===== src/csl_pkg.sv =====
// Purpose: Shared constants for the configuration strap latch.
// Assumes: AXI4-Lite register access with 32-bit data, one word per register.
// Notes: Offsets are byte addresses of aligned words.
package csl_pkg;
    localparam logic [7:0] ADDR_STRAP_STATUS = 8'h00;
    localparam logic [7:0] ADDR_INDICATOR_CFG = 8'h04;
    localparam logic [7:0] ADDR_TARGET_ADDR = 8'h08;
    localparam logic [7:0] ADDR_PTP_CTL = 8'h0C;
    localparam logic [7:0] ADDR_HARDWARE_CONFIG_REG = 8'h10;
    localparam logic [7:0] ADDR_RESET_CONTROL_REG = 8'h14;
    localparam logic [7:0] ADDR_EEPROM_CMD = 8'h18;
    localparam logic [7:0] ADDR_PHY_XOVER = 8'h1C;
    localparam logic [7:0] ADDR_EE_WORD = 8'h20;
    // Reset values of soft straps without a pin.
    localparam logic [5:0] IND_EN_DEFAULT = 6'h3F;
    localparam logic [2:0] IND_FN_DEFAULT = 3'h0;
    localparam logic ADDR_OVR_DEFAULT = 1'b0;
    localparam logic [6:0] TGT_ADDR_DEFAULT = 7'h0A;
    localparam logic AUTO_XOVER_DEFAULT = 1'b1;
    localparam logic MANUAL_XOVER_DEFAULT = 1'b0;
    // Built-in serial target address used while override is clear; value is arbitrary.
    localparam logic [6:0] TGT_ADDR_BUILTIN = 7'h2A;
    // Field positions.
    localparam int IND_EN_LSB = 0;
    localparam int IND_FN_LSB = 8;
    localparam int TGT_ADDR_LSB = 0;
    localparam int ADDR_OVR_BIT = 8;
    localparam int PTP_EN_BIT = 0;
    localparam int HW_XOVER_BIT = 1;
    localparam int HW_READY_BIT = 27;
    localparam int XOVER_CTRL_BIT = 0;
    localparam int XOVER_FX_BIT = 1;
    localparam int DIG_RST_BIT = 0;
    localparam int EE_RELOAD_BIT = 0;
    localparam int EE_DONE_BIT = 1;
    localparam int EE_VALID_BIT = 2;
    localparam int EE_PRESENT_BIT = 3;
    // Loader restart cycles while ready is held low.
    localparam logic [3:0] LOAD_CYCLES = 4'h8;
    localparam logic [1:0] AXI_OKAY = 2'h0;
    localparam logic [1:0] AXI_SLVERR = 2'h2;
endpackage : csl_pkg


===== src/csl_sync.sv =====
// Purpose: Two-flop synchroniser for strap pins.
// Assumes: Pin inputs are asynchronous to aclk.
// Notes: Stage one is read only by stage two.
`timescale 1ns/10ps
module csl_sync #(
    parameter int W = 1
) (
    input wire logic aclk,
    input wire logic aresetn,
    input wire logic [W-1:0] din,
    output logic [W-1:0] dout
);
    logic [W-1:0] s1_q;
    logic [W-1:0] s2_q;
    always_ff @(posedge aclk)
    begin
        if (!aresetn)
        begin
            s1_q <= '0;
            s2_q <= '0;
        end
        else
        begin
            s1_q <= din;
            s2_q <= s1_q;
        end
    end
    assign dout = s2_q;
endmodule : csl_sync


===== src/csl_strap_latch.sv =====
// What this block does
// - Capture hard and soft straps at reset.
// - Loader overrides soft straps; hard straps fixed.
// - Sample at reset release; EEPROM replaces.
// - Pinless soft straps take tie-off constants.
// - Reset/reload restores latched values without EEPROM.
// - Digital reset or reload never resamples pins.
// - Configure loads bit; affect combines conditions.
// - Indicator enable field defaults all ones.
// - Indicator function field defaults all zeros.
// - Override set: target uses strap address.
// - Strap address default 0001010b, override only.
// - PTP enable loaded from dedicated pin.
// - PTP defaults give transparent clock.
// - Crossover strap state bit defaults one.
// - Strap mode: crossover from both straps.
// - Manual strap: 0 straight, 1 crossed.
// - Crossover straps ignored in fibre mode.
// - Reload restarts loader, holds ready low.
// Purpose: Latches configuration straps and seeds register defaults.
// Assumes: pin_resetn and strap pins are asynchronous; the loader presents whole words.
// Notes: Registers reached over AXI4-Lite.
//
// Implementation choices: the AXI4-Lite interface to the registers and the register addresses.
`timescale 1ns/10ps
module csl_strap_latch (
    input wire logic aclk,
    input wire logic aresetn,
    input wire logic pin_resetn,
    input wire logic ptp_enable_pin,
    input wire logic hard_strap_pin,
    input wire logic ee_load_valid,
    input wire logic [17:0] ee_load_word,
    input wire logic ee_present,
    input wire logic [7:0] s_axi_awaddr,
    input wire logic s_axi_awvalid,
    output logic s_axi_awready,
    input wire logic [31:0] s_axi_wdata,
    input wire logic [3:0] s_axi_wstrb,
    input wire logic s_axi_wvalid,
    output logic s_axi_wready,
    output logic [1:0] s_axi_bresp,
    output logic s_axi_bvalid,
    input wire logic s_axi_bready,
    input wire logic [7:0] s_axi_araddr,
    input wire logic s_axi_arvalid,
    output logic s_axi_arready,
    output logic [31:0] s_axi_rdata,
    output logic [1:0] s_axi_rresp,
    output logic s_axi_rvalid,
    input wire logic s_axi_rready,
    output logic device_ready,
    output logic [6:0] target_addr,
    output logic crossover_mdix
);
    typedef enum logic [2:0] {
        CSL_IDLE = 3'b001,
        CSL_LOAD = 3'b010,
        CSL_RUN = 3'b100
    } csl_state_t;

    logic [1:0] pins_s;
    logic prst_s;
    csl_sync #(.W(3)) u_sync (
        .aclk(aclk),
        .aresetn(aresetn),
        .din({pin_resetn, ptp_enable_pin, hard_strap_pin}),
        .dout({prst_s, pins_s})
    );

    // Soft strap layout: en[5:0], fn[8:6], addr[15:9], ovr[16], auto[17]; manual is hardwired below.
    logic [17:0] latched_q, latched_d;
    logic [17:0] soft_q, soft_d;
    logic ptp_latch_q, ptp_latch_d;
    logic hard_q, hard_d;
    logic manual_q, manual_d;
    logic prst_prev_q, prst_prev_d;
    logic capture_q, capture_d;
    csl_state_t st_q, st_d;
    logic [3:0] cnt_q, cnt_d;
    logic ready_q, ready_d;
    logic [6:0] tgt_q, tgt_d;
    logic mdix_q, mdix_d;
    logic ptp_en_q, ptp_en_d;
    logic [5:0] ind_en_q, ind_en_d;
    logic [2:0] ind_fn_q, ind_fn_d;
    logic xctrl_q, xctrl_d;
    logic fx_q, fx_d;
    logic ee_valid_q, ee_valid_d;

    logic aw_held_q, aw_held_d;
    logic w_held_q, w_held_d;
    logic [7:0] awaddr_q, awaddr_d;
    logic [31:0] wdata_q, wdata_d;
    logic [3:0] wstrb_q, wstrb_d;
    logic bvalid_q, bvalid_d;
    logic [1:0] bresp_q, bresp_d;
    logic rvalid_q, rvalid_d;
    logic [31:0] rdata_q, rdata_d;
    logic [1:0] rresp_q, rresp_d;
    logic arready_q, arready_d;
    // Ready flops mirror the free holding slots, so the ready pins come straight from registers.
    logic awready_q;
    logic wready_q;

    function automatic logic [17:0] tie_off();
        tie_off = {csl_pkg::AUTO_XOVER_DEFAULT, csl_pkg::ADDR_OVR_DEFAULT,
                   csl_pkg::TGT_ADDR_DEFAULT, csl_pkg::IND_FN_DEFAULT, csl_pkg::IND_EN_DEFAULT};
    endfunction : tie_off

    logic do_write;
    logic restart;
    logic pin_release;
    assign do_write = aw_held_q && w_held_q && !bvalid_q;
    assign pin_release = prst_s && !prst_prev_q;

    always_comb
    begin
        prst_prev_d = prst_s;
        capture_d = 1'b0;
        latched_d = latched_q;
        ptp_latch_d = ptp_latch_q;
        hard_d = hard_q;
        manual_d = manual_q;
        // Capture happens on the first clock after aresetn releases, the third after pin_resetn releases.
        if (pin_release || capture_q)
        begin
            latched_d = tie_off();
            ptp_latch_d = pins_s[1];
            hard_d = pins_s[0];
            manual_d = csl_pkg::MANUAL_XOVER_DEFAULT;
        end
    end

    always_comb
    begin
        restart = 1'b0;
        if (do_write && awaddr_q == csl_pkg::ADDR_RESET_CONTROL_REG && wstrb_q[0] && wdata_q[csl_pkg::DIG_RST_BIT])
        begin
            restart = 1'b1;
        end
        if (do_write && awaddr_q == csl_pkg::ADDR_EEPROM_CMD && wstrb_q[0] && wdata_q[csl_pkg::EE_RELOAD_BIT])
        begin
            restart = 1'b1;
        end
    end

    always_comb
    begin
        st_d = st_q;
        cnt_d = cnt_q;
        ready_d = ready_q;
        soft_d = soft_q;
        ee_valid_d = ee_valid_q;
        ptp_en_d = ptp_en_q;
        xctrl_d = xctrl_q;
        fx_d = fx_q;
        case (st_q)
            CSL_IDLE:
            begin
                if (capture_q || pin_release)
                begin
                    st_d = CSL_LOAD;
                    cnt_d = '0;
                end
            end
            CSL_LOAD:
            begin
                ready_d = 1'b0;
                if (cnt_q == 4'h0)
                begin
                    // Restore un-overridden values; pins are not resampled here.
                    soft_d = latched_q;
                    ptp_en_d = ptp_latch_q;
                    ee_valid_d = 1'b0;
                end
                if (ee_present && ee_load_valid)
                begin
                    soft_d = ee_load_word;
                    ee_valid_d = 1'b1;
                end
                cnt_d = cnt_q + 4'h1;
                if (cnt_q == csl_pkg::LOAD_CYCLES - 4'h1)
                begin
                    st_d = CSL_RUN;
                    ready_d = 1'b1;
                end
            end
            CSL_RUN:
            begin
                if (do_write && awaddr_q == csl_pkg::ADDR_PHY_XOVER && wstrb_q[0])
                begin
                    xctrl_d = wdata_q[csl_pkg::XOVER_CTRL_BIT];
                    fx_d = wdata_q[csl_pkg::XOVER_FX_BIT];
                end
                if (do_write && awaddr_q == csl_pkg::ADDR_PTP_CTL && wstrb_q[0])
                begin
                    ptp_en_d = wdata_q[csl_pkg::PTP_EN_BIT];
                end
            end
            default:
            begin
                st_d = CSL_IDLE;
            end
        endcase
        if (restart || pin_release)
        begin
            st_d = CSL_LOAD;
            cnt_d = '0;
            ready_d = 1'b0;
        end
    end

    always_comb
    begin
        ind_en_d = soft_q[5:0];
        ind_fn_d = soft_q[8:6];
        tgt_d = soft_q[16] ? soft_q[15:9] : csl_pkg::TGT_ADDR_BUILTIN;
        mdix_d = mdix_q;
        if (fx_q)
        begin
            mdix_d = 1'b0;
        end
        else if (xctrl_q)
        begin
            mdix_d = soft_q[17] ? mdix_q : manual_q;
        end
    end

    always_comb
    begin
        aw_held_d = aw_held_q;
        w_held_d = w_held_q;
        awaddr_d = awaddr_q;
        wdata_d = wdata_q;
        wstrb_d = wstrb_q;
        bvalid_d = bvalid_q;
        bresp_d = bresp_q;
        if (s_axi_awvalid && awready_q)
        begin
            aw_held_d = 1'b1;
            awaddr_d = s_axi_awaddr;
        end
        if (s_axi_wvalid && wready_q)
        begin
            w_held_d = 1'b1;
            wdata_d = s_axi_wdata;
            wstrb_d = s_axi_wstrb;
        end
        if (do_write)
        begin
            bvalid_d = 1'b1;
            bresp_d = (awaddr_q <= csl_pkg::ADDR_EE_WORD && awaddr_q[1:0] == 2'h0) ? csl_pkg::AXI_OKAY
                : csl_pkg::AXI_SLVERR;
        end
        if (bvalid_q && s_axi_bready)
        begin
            bvalid_d = 1'b0;
            aw_held_d = 1'b0;
            w_held_d = 1'b0;
        end
    end

    always_comb
    begin
        rvalid_d = rvalid_q;
        rdata_d = rdata_q;
        rresp_d = rresp_q;
        arready_d = !rvalid_q && !arready_q;
        if (s_axi_arvalid && arready_q)
        begin
            arready_d = 1'b0;
            rvalid_d = 1'b1;
            rresp_d = csl_pkg::AXI_OKAY;
            rdata_d = 32'h0000_0000;
            case (s_axi_araddr)
                csl_pkg::ADDR_STRAP_STATUS: rdata_d = {13'h0000, st_q, hard_q, manual_q, latched_q[17:4]};
                csl_pkg::ADDR_INDICATOR_CFG:
                    rdata_d = {21'h00_0000, ind_fn_q, 2'h0, ind_en_q};
                csl_pkg::ADDR_TARGET_ADDR: rdata_d = {23'h00_0000, soft_q[16], 1'b0, tgt_q};
                csl_pkg::ADDR_PTP_CTL: rdata_d = {31'h0000_0000, ptp_en_q};
                csl_pkg::ADDR_HARDWARE_CONFIG_REG:
                    rdata_d = {4'h0, ready_q, 25'h000_0000, soft_q[17], hard_q};
                csl_pkg::ADDR_EEPROM_CMD:
                    rdata_d = {28'h000_0000, ee_present, ee_valid_q, ready_q, st_q == CSL_LOAD};
                csl_pkg::ADDR_PHY_XOVER: rdata_d = {29'h0000_0000, mdix_q, fx_q, xctrl_q};
                csl_pkg::ADDR_RESET_CONTROL_REG: rdata_d = 32'h0000_0000;
                default: rresp_d = csl_pkg::AXI_SLVERR;
            endcase
        end
        if (rvalid_q && s_axi_rready)
        begin
            rvalid_d = 1'b0;
        end
    end

    always_ff @(posedge aclk)
    begin
        if (!aresetn)
        begin
            prst_prev_q <= 1'b0;
            capture_q <= 1'b1;
            latched_q <= '0;
            soft_q <= '0;
            ptp_latch_q <= 1'b0;
            hard_q <= 1'b0;
            manual_q <= 1'b0;
            st_q <= CSL_IDLE;
            cnt_q <= '0;
            ready_q <= 1'b0;
            tgt_q <= '0;
            mdix_q <= 1'b0;
            ptp_en_q <= 1'b0;
            ind_en_q <= '0;
            ind_fn_q <= '0;
            xctrl_q <= 1'b0;
            fx_q <= 1'b0;
            ee_valid_q <= 1'b0;
            aw_held_q <= 1'b0;
            w_held_q <= 1'b0;
            awaddr_q <= '0;
            wdata_q <= '0;
            wstrb_q <= '0;
            bvalid_q <= 1'b0;
            bresp_q <= '0;
            rvalid_q <= 1'b0;
            rdata_q <= '0;
            rresp_q <= '0;
            arready_q <= 1'b0;
            awready_q <= 1'b0;
            wready_q <= 1'b0;
        end
        else
        begin
            prst_prev_q <= prst_prev_d;
            capture_q <= capture_d;
            latched_q <= latched_d;
            soft_q <= soft_d;
            ptp_latch_q <= ptp_latch_d;
            hard_q <= hard_d;
            manual_q <= manual_d;
            st_q <= st_d;
            cnt_q <= cnt_d;
            ready_q <= ready_d;
            tgt_q <= tgt_d;
            mdix_q <= mdix_d;
            ptp_en_q <= ptp_en_d;
            ind_en_q <= ind_en_d;
            ind_fn_q <= ind_fn_d;
            xctrl_q <= xctrl_d;
            fx_q <= fx_d;
            ee_valid_q <= ee_valid_d;
            aw_held_q <= aw_held_d;
            w_held_q <= w_held_d;
            awaddr_q <= awaddr_d;
            wdata_q <= wdata_d;
            wstrb_q <= wstrb_d;
            bvalid_q <= bvalid_d;
            bresp_q <= bresp_d;
            rvalid_q <= rvalid_d;
            rdata_q <= rdata_d;
            rresp_q <= rresp_d;
            arready_q <= arready_d;
            awready_q <= !aw_held_d;
            wready_q <= !w_held_d;
        end
    end

    assign s_axi_awready = awready_q;
    assign s_axi_wready = wready_q;
    assign s_axi_bvalid = bvalid_q;
    assign s_axi_bresp = bresp_q;
    assign s_axi_arready = arready_q;
    assign s_axi_rvalid = rvalid_q;
    assign s_axi_rdata = rdata_q;
    assign s_axi_rresp = rresp_q;
    assign device_ready = ready_q;
    assign target_addr = tgt_q;
    assign crossover_mdix = mdix_q;

    chk_reload_ready_low: assert property (@(posedge aclk) disable iff (!aresetn)
        restart |=> !ready_q [*8]) else $error("ready not held low after reload");
    chk_target_builtin: assert property (@(posedge aclk) disable iff (!aresetn)
        aresetn && !soft_q[16] |=> tgt_q == csl_pkg::TGT_ADDR_BUILTIN) else $error("builtin address not used");
    chk_target_override: assert property (@(posedge aclk) disable iff (!aresetn)
        soft_q[16] |=> tgt_q == $past(soft_q[15:9])) else $error("override address not used");
    chk_restore_latched: assert property (@(posedge aclk) disable iff (!aresetn)
        (st_q == CSL_LOAD && cnt_q == 4'h0 && !(ee_present && ee_load_valid) && !restart && !pin_release)
        |=> soft_q == $past(latched_q)) else $error("latched values not restored");
    chk_hard_fixed: assert property (@(posedge aclk) disable iff (!aresetn)
        (!pin_release && !capture_q) |=> $stable(hard_q)) else $error("hard strap changed");
    chk_fibre_mdix: assert property (@(posedge aclk) disable iff (!aresetn)
        fx_q |=> !mdix_q) else $error("crossover active in fibre mode");
    chk_manual_xover: assert property (@(posedge aclk) disable iff (!aresetn)
        (xctrl_q && !fx_q && !soft_q[17]) |=> mdix_q == $past(manual_q)) else $error("manual strap ignored");
    chk_indicator_load: assert property (@(posedge aclk) disable iff (!aresetn)
        1'b1 |=> ind_en_q == $past(soft_q[5:0]) && ind_fn_q == $past(soft_q[8:6]))
        else $error("indicator field not loaded");
endmodule : csl_strap_latch


===== config.mk =====
export PLATFORM = sky130hd
export DESIGN_NAME = csl_strap_latch
export DESIGN_NICKNAME = d
export VERILOG_FILES = /design/src/csl_pkg.sv /design/src/csl_sync.sv /design/src/csl_strap_latch.sv
export SDC_FILE = /design/constraint.sdc
export NUM_CORES = 1
export LEC_CHECK = 0
export ABC_AREA = 1
export BUFFER_PORTS_ARGS = -buffer_cell sky130_fd_sc_hd__buf_2
export CAP_MARGIN = 30
export CORE_ASPECT_RATIO = 0.7
export CORE_UTILIZATION = 45
export CTS_CLUSTER_SIZE = 12
export DETAILED_ROUTE_END_ITERATION = 10
export GPL_ROUTABILITY_DRIVEN = 1
export PLACE_DENSITY = 0.77
export SYNTH_ARGS = -nofsm -noshare
export SYNTH_HDL_FRONTEND = slang
export SYNTH_SLANG_ARGS = --single-unit

===== constraint.sdc =====
create_clock -name aclk -period 1.4 [get_ports aclk]
set_input_delay 0.14 -clock aclk [delete_from_list [all_inputs] [get_ports aclk]]
set_output_delay 0.14 -clock aclk [all_outputs]
set_load 0.02 [all_outputs]

======== Word level (Yosys, flattened, before mapping) ========
Index checks and enable logic that the tools add are counted.
cells by class
  bitwise logic cells ..................... 2
  magnitude comparators ................... 1
  eq/ne operators ......................... 22
  reductions and logical operators ........ 47
  muxes and demuxes ....................... 25
  add/subtract/negate cells ............... 1
operators with widths
  operator             number
  $pmux 28 s7          1
  $eq 8x5->1 const B   7
  $mux 18              2
  $eq 8x4->1 const B   3
  $logic_and 1x1->1    21
  $mux 1               12
  $ne 2x2->1 const B   5
  $pmux 3 s3           1
  $reduce_and 3->1     3
  $eq 8x3->1 const B   1
  $le 8x6->1 const B   1
  $logic_not 8->1      1
  $pmux 4 s2           1
  $reduce_and 2->1     4
  $reduce_or 2->1      4
  $reduce_or 8->1      1
  $logic_not 1->1      6
  $mux 2               3
  $mux 3               2
  $mux 6               1
  $ne 3x3->1 const B   2
  $reduce_bool 2->1    3
  $add 4x1->4 const B  1
  $eq 4x3->1 const B   1
  9 further kinds      11
storage, ports and cells
  register bits ........................... 111
  output and inout port bits .............. 50
  bits of input ports ..................... 82
  logic and storage cells ................. 131

======== Logic depth before layout (Yosys ltp) ========
  word-level depth ........................ 10
  depth in mapped cells ................... 11
  mapped depth without buffers ............ 10

======== By module ========
Synthesis repeated with hierarchy kept, for this count alone.
second synthesis, totals
  cells, all modules ...................... 514
  area, all modules ....................... 3826.2 um2
modules (own cells, without submodules)
  module           cells an instance  area each (um2)  instances  sequential area each (um2)
  csl_strap_latch  496                3661.0           1          1741.7
  csl_sync         18                 165.2            1          120.1

======== Worst setup path after synthesis ========
OpenSTA, ideal clock, no wires.
  path type ............................... register to register
  from .................................... register cnt_q[0]
  to ...................................... register soft_q[4]
  setup time .............................. 0.129 ns
  arrival ................................. 1.168 ns
  path slack .............................. 0.102 ns
  buffers on the path ..................... 1
  data required time ...................... 1.271 ns
  cell stages (with the launch flop) ...... 10
  period minus slack after synthesis ...... 1.298 ns
  cells stage by stage .................... dfxtp_1 > inv_1 > ha_1 > nand2_1 > nor2_1 > nand2_1 > nand2_4 > buf_6 > o21ai_1 > a31oi_1
on the way
  word-level cells in the longest chain between the ends .. 3
RTL lines
  item                         RTL line                source
  start, declared              csl_strap_latch.sv:80   logic [3:0] cnt_q, cnt_d;
  start signal, assigned       csl_strap_latch.sv:343  cnt_q <= cnt_d;
  $logic_not 4->1              csl_strap_latch.sv:170  if (cnt_q == 4'h0)
  $reduce_bool 2->1 (no line)  --
  $reduce_and 2->1 (no line)   --
  end signal, assigned         csl_strap_latch.sv:338  soft_q <= soft_d;
  end, declared                csl_strap_latch.sv:73   logic [17:0] soft_q, soft_d;
Every way passes these cells.
A chain may end at the register's enable or synchronous reset.

======== Worst setup path in the final report ========
  from .................................... register st_q[1]
  to ...................................... register soft_q[2]
on the way
  word-level cells in the longest chain between the ends .. 2
RTL lines
  item                        RTL line                source
  start, declared             csl_strap_latch.sv:79   csl_state_t st_q, st_d;
  start signal, assigned      csl_strap_latch.sv:342  st_q <= st_d;
  $eq 3x2->1                  csl_strap_latch.sv:158  case (st_q)
  $reduce_and 2->1 (no line)  --
Every way passes these cells.

==> flow_summary.json <==
{
  "path_buf_inv": 2,
  "synth-seq-area-share_pct": 48.9,
  "clkPwrFrac_pct": 34.3,
  "cts_sinks": 93,
  "die_area_um2": 8840,
  "async_flop_share_pct": 0,
  "ios": 132,
  "synthTopCellsByArea": "dfxtp_1 (49%), nand2_1 (10%), nand3_1 (6.4%)",
  "required_ps": 1610,
  "hpwl_mm": 6.43,
  "drv_slew": 0,
  "fmax_mhz": 703,
  "worstSetupPathType": "register to register",
  "synth_area_um2": 3810,
  "rsz0062_at_grt": "yes",
  "p_seq_share_pct": 47.7,
  "yosysTopAreaCellShare_pct": 48.9,
  "fill_cells": 698,
  "nets": 702,
  "synth_edf_count": 0,
  "synth_area_per_cell_um2": 7.34,
  "routed_wl_mm": 9.01,
  "power.internal_mw": 4.52,
  "start_util_pct": 47.4,
  "whs_path_depth": 3,
  "clkSlewWorstSetupHoldPaths_ps": 70,
  "ys_types": 25,
  "reg2reg_from": "st_q[1]$_SDFFE_PN0P_",
  "num_rows": 27,
  "setup_ws_ps": -23.2,
  "die_h_um": 79.0,
  "regArea_um2": 1870,
  "worstSetupStartpointType": "register",
  "first_iter_violations": 205,
  "gr-total-overflow": 0,
  "yosysMostFrequentCell": "nand2_1",
  "num_antenna_cells": 0,
  "violations": "design-rule violations, negative setup slack",
  "grt_pass1_wl_mm": 14.5,
  "track_usage_pct": 20.7,
  "worst-endpoint-arrival_ps": 1640,
  "multiInputGateArea_um2": 1670,
  "cts_max_path_buffers": 2,
  "cts-root-buf": "clkbuf_16",
  "p_sw_mw": 1.81,
  "vias": 3594,
  "skew_ps": 10.3,
  "grt_pass1_vias": 3178,
  "power.leakage_nw": 2.32,
  "viasPerCell": 4.97,
  "critPathMaxStageDelay_ps": 370,
  "hp-start": "ee_load_word[13]",
  "crit_path_frequent_cell": "buf_6",
  "core-area_um2": 8040,
  "irDropWorstVdd_v": 0.000554,
  "pwr-share-comb_pct": 18.0,
  "hold_path_class": "input port to register",
  "syn-instance-count": 519,
  "synth_warnings": 0,
  "insertion_delay_ps": 340,
  "synth-seq-cells": 93,
  "ant_nets": 0,
  "drc": 6,
  "switching_share_pct": 28.6,
  "wl_per_cell_um": 12.5,
  "powerDensity_nw_per_um2": 1310,
  "cp_cell_sequence": "nand2_2 > nor2_4 > buf_6 > nand3_4 > nand2_8 > buf_6 > a31oi_2",
  "fin_crit_sh_pct": 102,
  "grt_max_degree": 30,
  "whs_endpoint": "soft_q[13]$_SDFFE_PN0P_",
  "crit_fanout": 7,
  "hold_viol": 0,
  "finalCriticalPeriod_ps": 1420,
  "drv_cap": 0,
  "h-tree-depth": 3,
  "drive_gt1_share_pct": 24.1,
  "syn_to_final_growth_pct": 26.3,
  "numCtsBuffers": 9,
  "crit_family": "simple AND/OR/NAND/NOR gates",
  "portBuffers": 79,
  "first_pass_iters": 10,
  "setup_violations": 7,
  "status": "finished with violations",
  "r2r-end": "soft_q[2]$_SDFFE_PN0P_",
  "critPathSlowestCell": "dfxtp_4",
  "synthFlopType": "dfxtp_1",
  "ff2ff_path_depth": 7,
  "die_w_um": 112,
  "holdWs_ps": 22.1,
  "fin_util_pct": 59.9,
  "cts_tree": "yes",
  "antenna_found_initial": 0,
  "reg2reg_slack_ps": -20,
  "synthTopCellsByCount": "nand2_1 (106), dfxtp_1 (93), nor2_1 (63)",
  "place.gp.congestion": 0.789,
  "end_kind": "register",
  "synth.largest_area_cell": "dfxtp_1"
}
[worst reg2reg max path: stages, from the launching register on]
cell     delay (ps)
dfxtp_4         370
nand2_2          70
nor2_4          170
buf_6           130
nand3_4         190
nand2_8         180
buf_6           120
a31oi_2          70
[routing by layer]
layer  up-vias  GRT usage [%]  share of wire, %
met3        11           4.20               6.3
met4         0           8.40               1.4
met2       128           32.2                44
met1      1627           28.4                48
li1       1828              -                 -
met5         -              0                 0
[how the worst max path moves through the flow]
stage	depth (start not counted)	endpoint	startpoint	slack, ps
2_1_floorplan	9	soft_q[4]$_SDFFE_PN0P_	cnt_q[0]$_SDFFE_PP0P_	100
3_3_place_gp	8	soft_q[11]$_SDFFE_PN0P_	cnt_q[0]$_SDFFE_PP0P_	30
3_5_place_dp	8	soft_q[2]$_SDFFE_PN0P_	cnt_q[0]$_SDFFE_PP0P_	-20
4_1_cts	7	soft_q[2]$_SDFFE_PN0P_	st_q[1]$_SDFFE_PN0P_	10
5_1_grt	8	soft_q[11]$_SDFFE_PN0P_	st_q[0]$_SDFFE_PN1P_	-100
6_report	7	soft_q[2]$_SDFFE_PN0P_	st_q[1]$_SDFFE_PN0P_	-20
[cell usage in the layout, fill, tap and decap left out, types with 4 or more instances in the layout]
cell type / count
clkbuf_16: 9
dlygate4sd3_1: 4
o21ai_1: 10
nand2_1: 104
a21oi_1: 34
o21ai_0: 33
dfxtp_1: 88
nor2_2: 7
a31oi_1: 8
buf_2: 79
nor2_1: 58
nand3_2: 4
nand3_1: 45
o21ai_2: 6
inv_1: 56
buf_4: 15
conb_1: 19
buf_6: 5
dfxtp_2: 4
[registers in the layout, indices dropped and copies added, names as in the netlist, 2 cells and up]
signal       cells
target_addr      7
ind_fn_q         3
u_sync.s1_q      3
st_q             3
soft_q          18
awaddr_q         8
wdata_q          2
ind_en_q         6
u_sync.dout      3
s_axi_rdata     16
cnt_q            4
[cell families (layout without fill, tap and decap cells)]
kind of cell,Yosys count,count (layout),share of synthesized area [%]
adder cells (fa/ha/maj),2,2,0.657
flip-flops,93,93,48.9
AO/OA/AOI/OAI,95,95,12.9
AND/OR/NAND/NOR,230,233,25.4
other,1,19,0.0984
buffers and inverters,98,180,12.1
[timing repair]
action | CTS | global route
gates cloned | 0 | 4
pin swaps | 0 | 13
setup endpoints to repair | 6 | 27
hold buffers | 4 | 0
hold endpoints to repair | 4 | 0
setup buffers | 0 | 4
gates resized for setup | 1 | 47
[area by class of cell]
| cell class | count | area share, % |
|---|---|---|
| Inverter | 59 | 4.68 |
| Sequential cell | 93 | 38.9 |
| Clock buffer | 10 | 4.76 |
| Timing Repair Buffer | 105 | 13.4 |
| Clock inverter | 5 | 0.754 |
| Tap cell | 101 | 2.63 |
| Timing Repair inverter | 1 | 0.156 |
| Multi-Input combinational cell | 349 | 34.8 |
[power groups by stage]
stage	registers [mW]	clock network (mW)	logic [mW]
after floorplan	3.05	0	0.621
after global placement	3.03	0	0.890
after detailed placement	3.04	0	0.921
after CTS	2.99	2.22	0.938
after global routing	3.03	2.33	1.26
final	3.01	2.17	1.14
[through the flow]
step                      TNS (ps)  cells  total power [mW]  setup slack (ps)  cell area, µm²
after floorplan                  0    537              3.67               102            3880
after global placement           0    696              3.92              34.0            4320
after detailed placement     -35.9    696              3.96             -15.5            4320
after CTS                        0    715              6.14              11.1            4630
after global routing         -1310    723              6.62             -97.6            4810
final                        -79.7    723              6.32             -23.2            4810
Power figures use the tool's default switching activity.
